[config.mk]
export PLATFORM = sky130hd
export DESIGN_NAME = rcd_device_flat
export DESIGN_NICKNAME = d
export VERILOG_FILES = /design/src/hw/rcd_pkg.sv /design/src/hw/rcd_link_if.sv /design/src/hw/parity_checker.sv /design/src/hw/rcd_device.sv /design/src/flat_wrapper.sv
export VERILOG_INCLUDE_DIRS = /design/src /design/src/hw
export SDC_FILE = /design/constraint.sdc
export NUM_CORES = 1
export LEC_CHECK = 0
export ABC_AREA = 0
export BUFFER_PORTS_ARGS = -buffer_cell sky130_fd_sc_hd__buf_2
export CAP_MARGIN = 5
export CORE_ASPECT_RATIO = 0.9
export CORE_MARGIN = 4
export CORE_UTILIZATION = 56
export CTS_CLUSTER_SIZE = 16
export DETAILED_ROUTE_END_ITERATION = 7
export PLACE_DENSITY = 0.81
export SYNTH_ARGS = -nofsm -noshare
export SYNTH_HDL_FRONTEND = slang
export SYNTH_SLANG_ARGS = --single-unit
export TNS_END_PERCENT = 30
[constraint.sdc]
create_clock -name ref_clk -period 4 [get_ports ref_clk]
set_input_delay 0 -clock ref_clk [delete_from_list [all_inputs] [get_ports ref_clk]]
set_output_delay 0 -clock ref_clk [all_outputs]
set_load 0.01 [all_outputs]
[src/hw/rcd_map.svh]
// Constants for the command parity and power-down register pair
`ifndef RCD_MAP_SVH
`define RCD_MAP_SVH
// ********************
// Widths and fields
// ********************
`define AC_W          22
`define CW_IDX_LSB    0
`define CW_IDX_MSB    3
`define CW_DATA_LSB   16
`define CW_DATA_MSB   17
`define CW_IDX_FLOAT  4'h1
`define CW_IDX_POWER  4'h9
`define PWR_KEEP_BIT  0
`define PWR_PDEN_BIT  1
// ********************
// Timing
// ********************
`define TCK_NS        10
`define ERR_LOW_TCK   2
`define IN_DIS_TCK    2
`define Q_DIS_TCK     1
`define FIXED_TCK     3
`define ACT_NS        200
`define STAB_NS       2000
`define ACT_CYC       ((`ACT_NS + `TCK_NS - 1) / `TCK_NS)
`define STAB_CYC      ((`STAB_NS + `TCK_NS - 1) / `TCK_NS)
// ********************
// Host registers
// ********************
`define HOST_CMD_OFS    12'h000
`define HOST_CTRL_OFS   12'h004
`define HOST_STAT_OFS   12'h008
`define CMD_CS_LSB      22
`define CMD_BADPAR_BIT  26
`define CTRL_CKE_LSB    0
`define CTRL_ODT_LSB    2
`define CTRL_RUN_BIT    4
`define CTRL_QUAD_BIT   5
`define STAT_BUSY_BIT   0
`define STAT_SEEN_BIT   1
`define STAT_LEVEL_BIT  2
`endif

[src/hw/rcd_pkg.sv]
// Types shared by both ends of the register link
`default_nettype none
package rcd_pkg;
  typedef logic [21:0] ac_word_t;
  typedef enum logic [1:0] {PD_RUN, PD_ACTIVE, PD_EXIT} pd_state_t;
  typedef enum logic [1:0] {H_IDLE, H_ACT, H_STAB} host_state_t;
endpackage
`default_nettype wire

[src/hw/rcd_link_if.sv]
// Link between memory controller end and register device end
`timescale 1ns/1ps
`default_nettype none
interface rcd_link_if (
  input wire logic ref_clk
);
  logic [21:0] addr_cmd;
  logic        parity_in;
  logic [3:0]  rank_select_in;
  logic [1:0]  clock_enable_in;
  logic [1:0]  termination_ctl_in;
  logic        clock_run;
  logic        four_rank_select_mode;
  logic        err_in;
  logic        err_out;
  logic        err_oe_n;
  logic        parity_error_out_n;

  // Open-drain line with pull-up
  assign parity_error_out_n = err_oe_n ? 1'b1 : err_out;
  assign err_in = parity_error_out_n;

  modport device (
    input  addr_cmd, parity_in, rank_select_in, clock_enable_in,
    input  termination_ctl_in, clock_run, four_rank_select_mode, err_in,
    output err_out, err_oe_n
  );
  modport host (
    output addr_cmd, parity_in, rank_select_in, clock_enable_in,
    output termination_ctl_in, clock_run, four_rank_select_mode,
    input  parity_error_out_n
  );
endinterface
`default_nettype wire

[src/hw/parity_checker.sv]
// Even-parity check and open-drain error timing
`timescale 1ns/1ps
`default_nettype none
`include "rcd_map.svh"
module parity_checker
  import rcd_pkg::*;
(
  input  wire logic     ref_clk,
  input  wire logic     rst,
  input  wire logic     run,
  input  wire ac_word_t word_reg,
  input  wire logic     qual,
  input  wire logic     parity_in,
  input  wire logic     par_en,
  output logic          word_bad,
  output logic          err_oe_n
);
  ac_word_t word_d;
  logic     qual_d;
  logic     par_reg;
  logic     hit;
  logic     hold;

  // Pair parity with the word from one cycle earlier
  always_ff @(posedge ref_clk or posedge rst) begin
    if (rst) begin
      word_d  <= '0;
      qual_d  <= 1'b0;
      par_reg <= 1'b0;
    end else if (run) begin
      word_d  <= word_reg;
      qual_d  <= qual;
      par_reg <= par_en ? parity_in : 1'b0;
    end
  end

  // Odd total of ones across word plus parity is a mismatch
  assign word_bad = qual_d & (^{word_d, par_reg});

  // Error seen at edge two, line low from edge three
  always_ff @(posedge ref_clk or posedge rst) begin
    if (rst) begin
      hit      <= 1'b0;
      hold     <= 1'b0;
      err_oe_n <= 1'b1;
    end else if (run) begin
      hit <= word_bad;
      if (hit) begin
        err_oe_n <= 1'b0;
        hold     <= 1'((`ERR_LOW_TCK) - 1);
      end else if (hold) begin
        hold <= 1'b0;
      end else begin
        err_oe_n <= 1'b1;
      end
    end
  end
endmodule
`default_nettype wire

[src/hw/rcd_device.sv]
// Register device end: parity check, control words, power saving
//
// Decided for this implementation: the address map and the APB slave port.
`timescale 1ns/1ps
`default_nettype none
`include "rcd_map.svh"
module rcd_device
  import rcd_pkg::*;
(
  input  wire logic  ref_clk,
  input  wire logic  rst,
  rcd_link_if.device link,
  output ac_word_t   address_out,
  output logic [3:0] rank_select_out,
  output logic [3:0] clock_enable_out,
  output logic [1:0] termination_ctl_out,
  output logic       ac_oe_n,
  output logic       cs_oe_n,
  output logic       odt_oe_n,
  output logic       input_bus_termination
);
  // ********************
  // Input capture
  // ********************
  ac_word_t  word_reg;
  logic [3:0] cs_reg;
  logic [1:0] cke_reg;
  logic [1:0] cke_last;
  logic [1:0] odt_reg;
  logic       run;
  logic       addr_en;
  logic       par_en;
  logic       word_bad;
  logic       err_oe_q;
  pd_state_t  pd_state;
  logic [3:0] pd_cnt;
  logic [3:0] fix_cnt;
  logic       float_en;
  logic [1:0] power_control_word;
  logic       cw_pend;
  logic [3:0] cw_idx;
  logic [1:0] cw_data;
  logic       ibt_off_pd;
  logic       cke_rise;

  // Control-word access: all relevant selects low together
  function automatic logic cw_access(input logic [3:0] cs, input logic quad);
    cw_access = quad ? (cs == 4'h0) : (cs[1:0] == 2'h0);
  endfunction

  assign run        = link.clock_run;
  assign ibt_off_pd = (pd_state == PD_ACTIVE) & ~power_control_word[`PWR_KEEP_BIT];
  // Counter starts two edges after both enables latch low, so limits are offset
  assign addr_en    = ~(ibt_off_pd & (pd_cnt >= 4'(`IN_DIS_TCK - 2)));
  assign par_en     = ~(ibt_off_pd & (pd_cnt >= 4'(`IN_DIS_TCK - 1)));
  assign cke_rise   = link.clock_enable_in != 2'h0;

  // Stopped clock freezes all capture; nothing toggles in standby
  always_ff @(posedge ref_clk or posedge rst) begin
    if (rst) begin
      word_reg <= '0;
      cs_reg   <= 4'hF;
      cke_reg  <= 2'h0;
      cke_last <= 2'h0;
      odt_reg  <= 2'h0;
    end else if (run) begin
      cke_reg  <= link.clock_enable_in;
      cke_last <= cke_reg;
      odt_reg  <= link.termination_ctl_in;
      if (addr_en) begin
        word_reg <= link.addr_cmd;
        cs_reg   <= link.rank_select_in;
      end else begin
        cs_reg   <= 4'hF;     // Disabled receivers read as deselect
      end
    end
  end

  parity_checker u_parity (
    .ref_clk   (ref_clk),
    .rst       (rst),
    .run       (run),
    .word_reg  (word_reg),
    .qual      (~&cs_reg),
    .parity_in (link.parity_in),
    .par_en    (par_en),
    .word_bad  (word_bad),
    .err_oe_n  (err_oe_q)
  );
  assign link.err_oe_n = err_oe_q;
  assign link.err_out  = 1'b0;

  // ********************
  // Control words
  // ********************
  // Write held one cycle until its parity is known
  always_ff @(posedge ref_clk or posedge rst) begin
    if (rst) begin
      cw_pend            <= 1'b0;
      cw_idx             <= 4'h0;
      cw_data            <= 2'h0;
      float_en           <= 1'b0;
      power_control_word <= 2'h0;
    end else if (run) begin
      cw_pend <= cw_access(cs_reg, link.four_rank_select_mode);
      cw_idx  <= word_reg[`CW_IDX_MSB:`CW_IDX_LSB];
      cw_data <= word_reg[`CW_DATA_MSB:`CW_DATA_LSB];
      if (cw_pend && !word_bad) begin
        if (cw_idx == `CW_IDX_FLOAT) begin
          float_en <= cw_data[0];
        end else if (cw_idx == `CW_IDX_POWER) begin
          power_control_word <= cw_data;
        end
      end
    end
  end

  // ********************
  // Power-down sequencing
  // ********************
  // Entry needs both low now and one of them high before
  always_ff @(posedge ref_clk or posedge rst) begin
    if (rst) begin
      pd_state <= PD_RUN;
      pd_cnt   <= 4'h0;
      fix_cnt  <= 4'h0;
    end else if (run) begin
      case (pd_state)
        PD_RUN: begin
          pd_cnt <= 4'h0;
          if (power_control_word[`PWR_PDEN_BIT] && cke_reg == 2'h0 && cke_last != 2'h0) begin
            pd_state <= PD_ACTIVE;
          end
        end
        PD_ACTIVE: begin
          if (pd_cnt != 4'hF) begin
            pd_cnt <= pd_cnt + 4'h1;
          end
          if (cke_rise) begin
            pd_state <= PD_EXIT;
            fix_cnt  <= 4'(`FIXED_TCK - 1);
          end
        end
        PD_EXIT: begin
          if (fix_cnt == 4'h0) begin
            pd_state <= PD_RUN;
          end else begin
            fix_cnt <= fix_cnt - 4'h1;
          end
        end
        default: pd_state <= PD_RUN;
      endcase
    end
  end

  // ********************
  // Output stage
  // ********************
  // Reset first, then stopped clock, then power-down state
  always_ff @(posedge ref_clk or posedge rst) begin
    if (rst) begin
      address_out           <= '0;
      rank_select_out       <= 4'hF;
      clock_enable_out      <= 4'h0;
      termination_ctl_out   <= 2'h0;
      ac_oe_n               <= 1'b1;
      cs_oe_n               <= 1'b1;
      odt_oe_n              <= 1'b1;
      input_bus_termination <= 1'b0;
    end else if (!run) begin
      clock_enable_out <= 4'h0;
      ac_oe_n          <= 1'b1;
      cs_oe_n          <= 1'b1;
      odt_oe_n         <= 1'b1;
    end else begin
      input_bus_termination <= ~ibt_off_pd;
      case (pd_state)
        PD_RUN: begin
          address_out         <= word_reg;
          rank_select_out     <= cw_access(cs_reg, link.four_rank_select_mode) ? 4'hF : cs_reg;
          clock_enable_out    <= {cke_reg, cke_reg};
          termination_ctl_out <= odt_reg;
          ac_oe_n             <= float_en & (&cs_reg);
          cs_oe_n             <= 1'b0;
          odt_oe_n            <= 1'b0;
        end
        PD_ACTIVE: begin
          if (cke_rise) begin
            clock_enable_out    <= {link.clock_enable_in, link.clock_enable_in};
            rank_select_out     <= 4'hF;
            termination_ctl_out <= 2'h0;
            address_out         <= '0;
            ac_oe_n             <= 1'b0;
            cs_oe_n             <= 1'b0;
          end else begin
            clock_enable_out <= 4'h0;
            if (ibt_off_pd) begin
              termination_ctl_out <= 2'h0;
              ac_oe_n <= pd_cnt >= 4'(`Q_DIS_TCK - 1);
              cs_oe_n <= pd_cnt >= 4'(`Q_DIS_TCK - 1);
            end else begin
              termination_ctl_out <= odt_reg;
            end
          end
        end
        PD_EXIT: begin
          clock_enable_out    <= {cke_reg, cke_reg};
          rank_select_out     <= cs_reg;
          termination_ctl_out <= 2'h0;
          address_out         <= '0;
        end
        default: ac_oe_n <= 1'b1;
      endcase
    end
  end
endmodule
`default_nettype wire

[src/flat_wrapper.sv]
// flat-port wrapper written by rule: the top's interface ports become plain ports
module rcd_device_flat import rcd_pkg::*;
  (ref_clk, rst, address_out, rank_select_out, clock_enable_out, termination_ctl_out, ac_oe_n, cs_oe_n, odt_oe_n, input_bus_termination, link_addr_cmd, link_parity_in, link_rank_select_in, link_clock_enable_in, link_termination_ctl_in, link_clock_run, link_four_rank_select_mode, link_err_out, link_err_oe_n);
  rcd_link_if link_i (.ref_clk(ref_clk));
  input  wire logic ref_clk;
  input  wire logic rst;
  output ac_word_t address_out;
  output logic [3:0] rank_select_out;
  output logic [3:0] clock_enable_out;
  output logic [1:0] termination_ctl_out;
  output logic ac_oe_n;
  output logic cs_oe_n;
  output logic odt_oe_n;
  output logic input_bus_termination;
  input wire logic [$bits(link_i.addr_cmd)-1:0] link_addr_cmd;
  input wire logic [$bits(link_i.parity_in)-1:0] link_parity_in;
  input wire logic [$bits(link_i.rank_select_in)-1:0] link_rank_select_in;
  input wire logic [$bits(link_i.clock_enable_in)-1:0] link_clock_enable_in;
  input wire logic [$bits(link_i.termination_ctl_in)-1:0] link_termination_ctl_in;
  input wire logic [$bits(link_i.clock_run)-1:0] link_clock_run;
  input wire logic [$bits(link_i.four_rank_select_mode)-1:0] link_four_rank_select_mode;
  output wire logic [$bits(link_i.err_out)-1:0] link_err_out;
  output wire logic [$bits(link_i.err_oe_n)-1:0] link_err_oe_n;
  assign link_i.addr_cmd = link_addr_cmd;
  assign link_i.parity_in = link_parity_in;
  assign link_i.rank_select_in = link_rank_select_in;
  assign link_i.clock_enable_in = link_clock_enable_in;
  assign link_i.termination_ctl_in = link_termination_ctl_in;
  assign link_i.clock_run = link_clock_run;
  assign link_i.four_rank_select_mode = link_four_rank_select_mode;
  assign link_err_out = link_i.err_out;
  assign link_err_oe_n = link_i.err_oe_n;
  rcd_device u_core (.ref_clk(ref_clk), .rst(rst), .link(link_i), .address_out(address_out), .rank_select_out(rank_select_out), .clock_enable_out(clock_enable_out), .termination_ctl_out(termination_ctl_out), .ac_oe_n(ac_oe_n), .cs_oe_n(cs_oe_n), .odt_oe_n(odt_oe_n), .input_bus_termination(input_bus_termination));
endmodule
# Word level (Yosys, flattened, before mapping)

Cells that the tools add are included.

Register bits after elaboration: 115
Input port bits: 35
Output and inout bits: 38

Add/subtract/negate cells: 2
$lt $le $gt $ge: 2
Equal/unequal tests: 16
Muxes and demuxes: 34
Bitwise gates (word level): 9
Reductions and logical operators: 29

Operators by type and width:

| operator                                                               | count |
|---|---|
| 22-bit case mux with 3 select lines                                    | 1 |
| 4-bit 2-to-1 mux                                                       | 8 |
| 4-bit case mux with 2 select lines                                     | 3 |
| 23-bit XOR reduction                                                   | 1 |
| 22-bit 2-to-1 mux                                                      | 1 |
| 4-bit AND reduction                                                    | 4 |
| 2-bit case mux with 3 select lines                                     | 2 |
| 4-bit case mux with 3 select lines                                     | 1 |
| 1-bit 2-to-1 mux                                                       | 11 |
| 2-bit 2-to-1 mux                                                       | 5 |
| 2-bit AND reduction                                                    | 5 |
| 3-bit AND reduction                                                    | 3 |
| 4-bit by 1-bit >= comparator with 1-bit output (second input constant) | 2 |
| 4-bit zero test                                                        | 2 |
| 2-bit by 1-bit != test with 1-bit output (second input constant)       | 4 |
| 2-bit != test (second input constant)                                  | 4 |
| 2-bit nonzero test                                                     | 4 |
| 2-bit zero test                                                        | 3 |
| 1-bit AND                                                              | 5 |
| 4-bit by 1-bit adder with 4-bit output (second input constant)         | 1 |
| 4-bit by 1-bit == test with 1-bit output (second input constant)       | 1 |
| 4-bit == test (second input constant)                                  | 1 |
| 4-bit by 2-bit != test with 1-bit output (second input constant)       | 1 |
| 4-bit != test (second input constant)                                  | 1 |
| 12 further kinds                                                       | 18 |

# Logic depth before layout (Yosys ltp)

Depth in word-level cells: 6
Depth in mapped cells: 9
Depth with buffers taken out: 8

# Hierarchy

A second synthesis with hierarchy kept.

Cells, all modules: 428
Area, all modules: 5087.4 µm²

Modules (own cells, without submodules):

| module          | times used | cells each | area each (µm²) |
|---|---|---|---|
| rcd_device      | 1          | 341        | 3873.7 |
| parity_checker  | 1          | 86         | 1207.4 |
| rcd_device_flat | 1          | 1          | 6.3 |

# Worst setup path before layout

OpenSTA, ideal clock, no wires.

Path type: register to register
From: reg u_core.u_parity.word_d[3]
To: reg u_core.float_en
Setup time: 0.128 ns
Arrival: 1.979 ns
Data required time: 3.872 ns
Setup slack: 1.893 ns
Stages on the path, launching flop included: 7
Path buffers: 0
Clock period less this slack: 2.107 ns
Path through: dfrtp_1 xnor2_1 xnor2_1 xnor2_1 xnor3_1 a2111oi_4 mux2_1

Word-level cells in the longest chain between the ends: 5

RTL lines:

| what                                 | line                 | text |
|---|---|---|
| from (decl)                          | parity_checker.sv:18 | `ac_word_t word_d;` |
| from (signal assigned)               | parity_checker.sv:31 | `word_d <= word_reg;` |
| 23-bit XOR reduction                 | parity_checker.sv:38 | `assign word_bad = qual_d & (^{word_d, par_reg});` |
| 1-bit AND                            | parity_checker.sv:38 |  |
| 1-bit zero test                      | rcd_device.sv:108    | `if (cw_pend && !word_bad) begin` |
| 1-bit logical AND                    | rcd_device.sv:108    |  |
| 3-bit AND reduction (no source line) | --                   |  |
| to (signal assigned)                 | rcd_device.sv:110    | `float_en <= cw_data[0];` |
| to (decl)                            | rcd_device.sv:38     | `logic float_en;` |

No other way between the ends.
A chain may end at the register's enable or synchronous reset.

# Final worst setup path

From: reg u_core.pd_state[1]
To: reg u_core.rank_select_out[1]

Word-level cells in the longest chain between the ends: 3

RTL lines:

| what                                                                                                   | line              | text |
|---|---|---|
| from (decl)                                                                                            | rcd_device.sv:35  | `pd_state_t pd_state;` |
| from (signal assigned)                                                                                 | rcd_device.sv:124 | `pd_state <= PD_RUN;` |
| from (signal assigned)                                                                                 | rcd_device.sv:132 | `pd_state <= PD_ACTIVE;` |
| from (signal assigned)                                                                                 | rcd_device.sv:140 | `pd_state <= PD_EXIT;` |
| 2-bit by 1-bit == test with 1-bit output (tied with other cells)                                       | rcd_device.sv:177 | `case (pd_state)` |
| 2-bit by 1-bit != test with 1-bit output (no source line) / 3-bit nonzero test (equally long branches) | --                |  |
| 3-bit AND reduction (no source line)                                                                   | --                |  |
| to (signal assigned)                                                                                   | rcd_device.sv:180 | `rank_select_out <= cw_access(cs_reg, link.four_rank_select_mode) ? 4'hF : cs_reg;` |
| to (signal assigned)                                                                                   | rcd_device.sv:208 | `rank_select_out <= cs_reg;` |
| to (decl)                                                                                              | rcd_device.sv:14  | `output logic [3:0] rank_select_out,` |

Parallel ways exist; a longest one is shown, timed or not.

==> qor.yml <==
fin_tns_setup_ns: 0
core_um2: 8145
netlist_instances: 402
cts_resized: 0
die_w_um: 104.9
cap_violations: 0
slew_headroom_pct: 31.24
clock_latency_ns: 0.36
cts_hold_buf: 33
synth_xor_area_share_pct: 4.359
cp_max_fo: 24
fp-row-count: 31
vias_per_cell: 5.446
drt_iter0_drc: 200
synth_top_family_by_area: "multiplexers"
clock-sinks: 107
drc: 0
grtUsageTotal_pct: 21.55
synth-warning-count: 0
final_area_um2: 5673
rsz0062_at_grt: "no"
grt-ovfl-total: 0
cts_tree: "built"
antenna_found_initial: 0
first_pass_iters: 5
sw_frac_of_total_pct: 38.21
clockBufferDepth: 2
clkSlewWorstSetupHoldPaths_ns: 0.10
fmax_ghz: 0.3675
p_sw_uw: 1776
place_congestion: 0.8615
startpoint_type: "flip-flop"
avgSynthCellArea_um2: 11.78
h-tree-depth: 3
powerDensity_nw_per_um2: 819.4
crit_type: "flip-flop to flip-flop"
synthAdderAreaFrac_pct: 2.378
finalSetupViolations: 0
area_growth_pct: 19.79
ios: 73
grt_pass1_wl_mm: 16.90
p_seq_share_pct: 41.4
min_path_type: "primary input to flip-flop"
post_drt_wl_per_cell_um: 16.37
hold_viol_final: 0
cts_buffers: 9
place_area_um2: 5155
vias: 3284
ys_types: 48
crit_path_end_kind: "flip-flop"
ir_worst_vdd_uv: 722.2
antennaDiodeCount: 0
post_synth_mux_area_share_pct: 13.50
period_needed_ns: 2.721
clock_skew_ns: 0.009129
leakage_uw: 0.002668
synth_top_area_share_pct: 50.20
port_buffers: 71
period_share_pct: 68.02
arrival_ns: 2.98
detailed_place_hpwl_mm: 6.394
grt_pass1_vias: 3371
fin_hold_ws_ns: 0.1765
status: "completed"
maxSlewViolCount: 0
pwr-share-clk_pct: 13.8
p_int_uw: 2872
postRouteAntennaNets: 0
p_comb_share_pct: 44.8
grt_max_degree: 67
start_util_pct: 58.14
worstPathRequired_ns: 4.26
final_util_pct: 69.65
synthTopCellsByArea: "dfrtp_1 (50%), mux2_1 (13%), dfstp_2 (6.7%)"
drive_gt1_share_pct: 21.03
worstMarginPinSlew_ns: 1.031
postRouteWirelength_mm: 9.874
cts_setup_buffers: 0
syn_nets: 446
synthSimpleGateAreaFrac_pct: 12.87
synth-compound-area-share_pct: 6.764
clock_tree.root_cell: "clkbuf_8"
synth_top_area_cell: "dfrtp_1"
nets: 543
dieArea_um2: 9994
ys_seq_elements: 107
synth_area_um2: 4736
ys_seq_area_share_pct: 56.86
fp.dieH_um: 95.24
## power groups by stage
stage               Combinational, µW  Sequential, µW  Clock, µW
finish                           2080            1920        642
global route                     2290            1990        708
CTS                              2100            1920        652
detailed placement               2040            1940          0
global placement                 1970            1910          0
floorplan                        1510            1920          0
## through the flow
step | setup WS, ns | total power (µW) | cells
finish | 1.279 | 4649 | 603
global route | 1.083 | 4993 | 603
CTS | 1.293 | 4677 | 603
detailed placement | 1.373 | 3981 | 554
global placement | 1.503 | 3878 | 554
floorplan | 1.203 | 3428 | 402
## synthesized netlist by cell type, drive strengths merged
| library cell | number |
|---|---|
| or4 | 1 |
| o211a | 2 |
| nor3b | 2 |
| xnor2 | 18 |
| o22ai | 1 |
| o31ai | 1 |
| nand3 | 5 |
| mux2 | 55 |
| nand4b | 1 |
| inv | 15 |
| dfstp | 12 |
| and3 | 1 |
| dfrtp | 95 |
| mux2i | 2 |
| a41oi | 1 |
| a31oi | 3 |
| nor4 | 1 |
| o2bb2ai | 1 |
| o221a | 2 |
| clkbuf | 15 |
| xnor3 | 1 |
| o21ai | 17 |
| nand3b | 22 |
| o31a | 1 |
| o311ai | 1 |
| a22o | 1 |
| nor4b | 1 |
| conb | 1 |
| a21oi | 6 |
| nor3 | 1 |
| xor2 | 3 |
| nand4 | 3 |
| ha | 9 |
| or3 | 1 |
| nor2 | 13 |
| a2111oi | 1 |
| nor2b | 1 |
| and4 | 1 |
| nand2b | 4 |
| o22a | 5 |
| buf | 7 |
| o211ai | 2 |
| nand2 | 66 |
## critical path, cell delays in order, from the launching register on
cell	delay, ns
dfrtp_1	0.46
inv_1	0.13
ha_1	0.48
inv_2	0.12
or3_1	0.44
nand2b_1	0.75
nand2_1	0.13
o31ai_1	0.11
## path summary, 6_finish.rpt
kind	depth (start not counted)	slack, ns	end	from
hold / removal	5	0.18	u_core.cw_pend	link_four_rank_select_mode
min in group asynchronous	3	0.35	u_core.address_out[16]	rst
setup / recovery	7	1.28	u_core.rank_select_out[1]	u_core.pd_state[1]
setup reg to reg	7	1.28	u_core.rank_select_out[1]	u_core.pd_state[1]
hold reg to reg	1	0.45	u_core.u_parity.err_oe_n	u_core.u_parity.hit
max in group asynchronous	4	2.62	u_core.ac_oe_n	rst
## kinds of logic after synthesis
kind of cell    Yosys count
other cells               1
mux                      57
compound gates           45
simple gates            124
xor+xnor                 22
buf+inv                  37
fa+ha+maj                 9
flops                   107
## cell type report
| class | count | area [µm²] |
|---|---|---|
| clock buffers | 12 | 135.1 |
| clock inverters | 4 | 52.55 |
| fillers | 569 | 2472 |
| inverters | 15 | 58.81 |
| multi-input cells | 258 | 1894 |
| flip-flops and latches | 107 | 2693 |
| well taps | 99 | 123.9 |
| repair buffers | 108 | 715.7 |
## cells in the final DEF, fill, tap and decap left out, types with 12 or more instances in the layout
cell,count
o21ai_1,13
mux2_1,54
nand2_1,66
inv_1,12
buf_2,71
dlygate4sd3_1,33
dfrtp_1,95
nor2_1,12
nand3b_1,22
xnor2_1,18
dfstp_2,12
## layer usage
metal	vias up	share of wire (%)	global-route usage [%]	wire length [µm]
met3	14	4.6	4.401	452
met5	-	0	0	0
met1	1610	46	29.86	4559
li1	1567	-	-	-
met4	0	1.5	6.448	148
met2	93	48	34.88	4714
(Power assumes the default switching activity.)
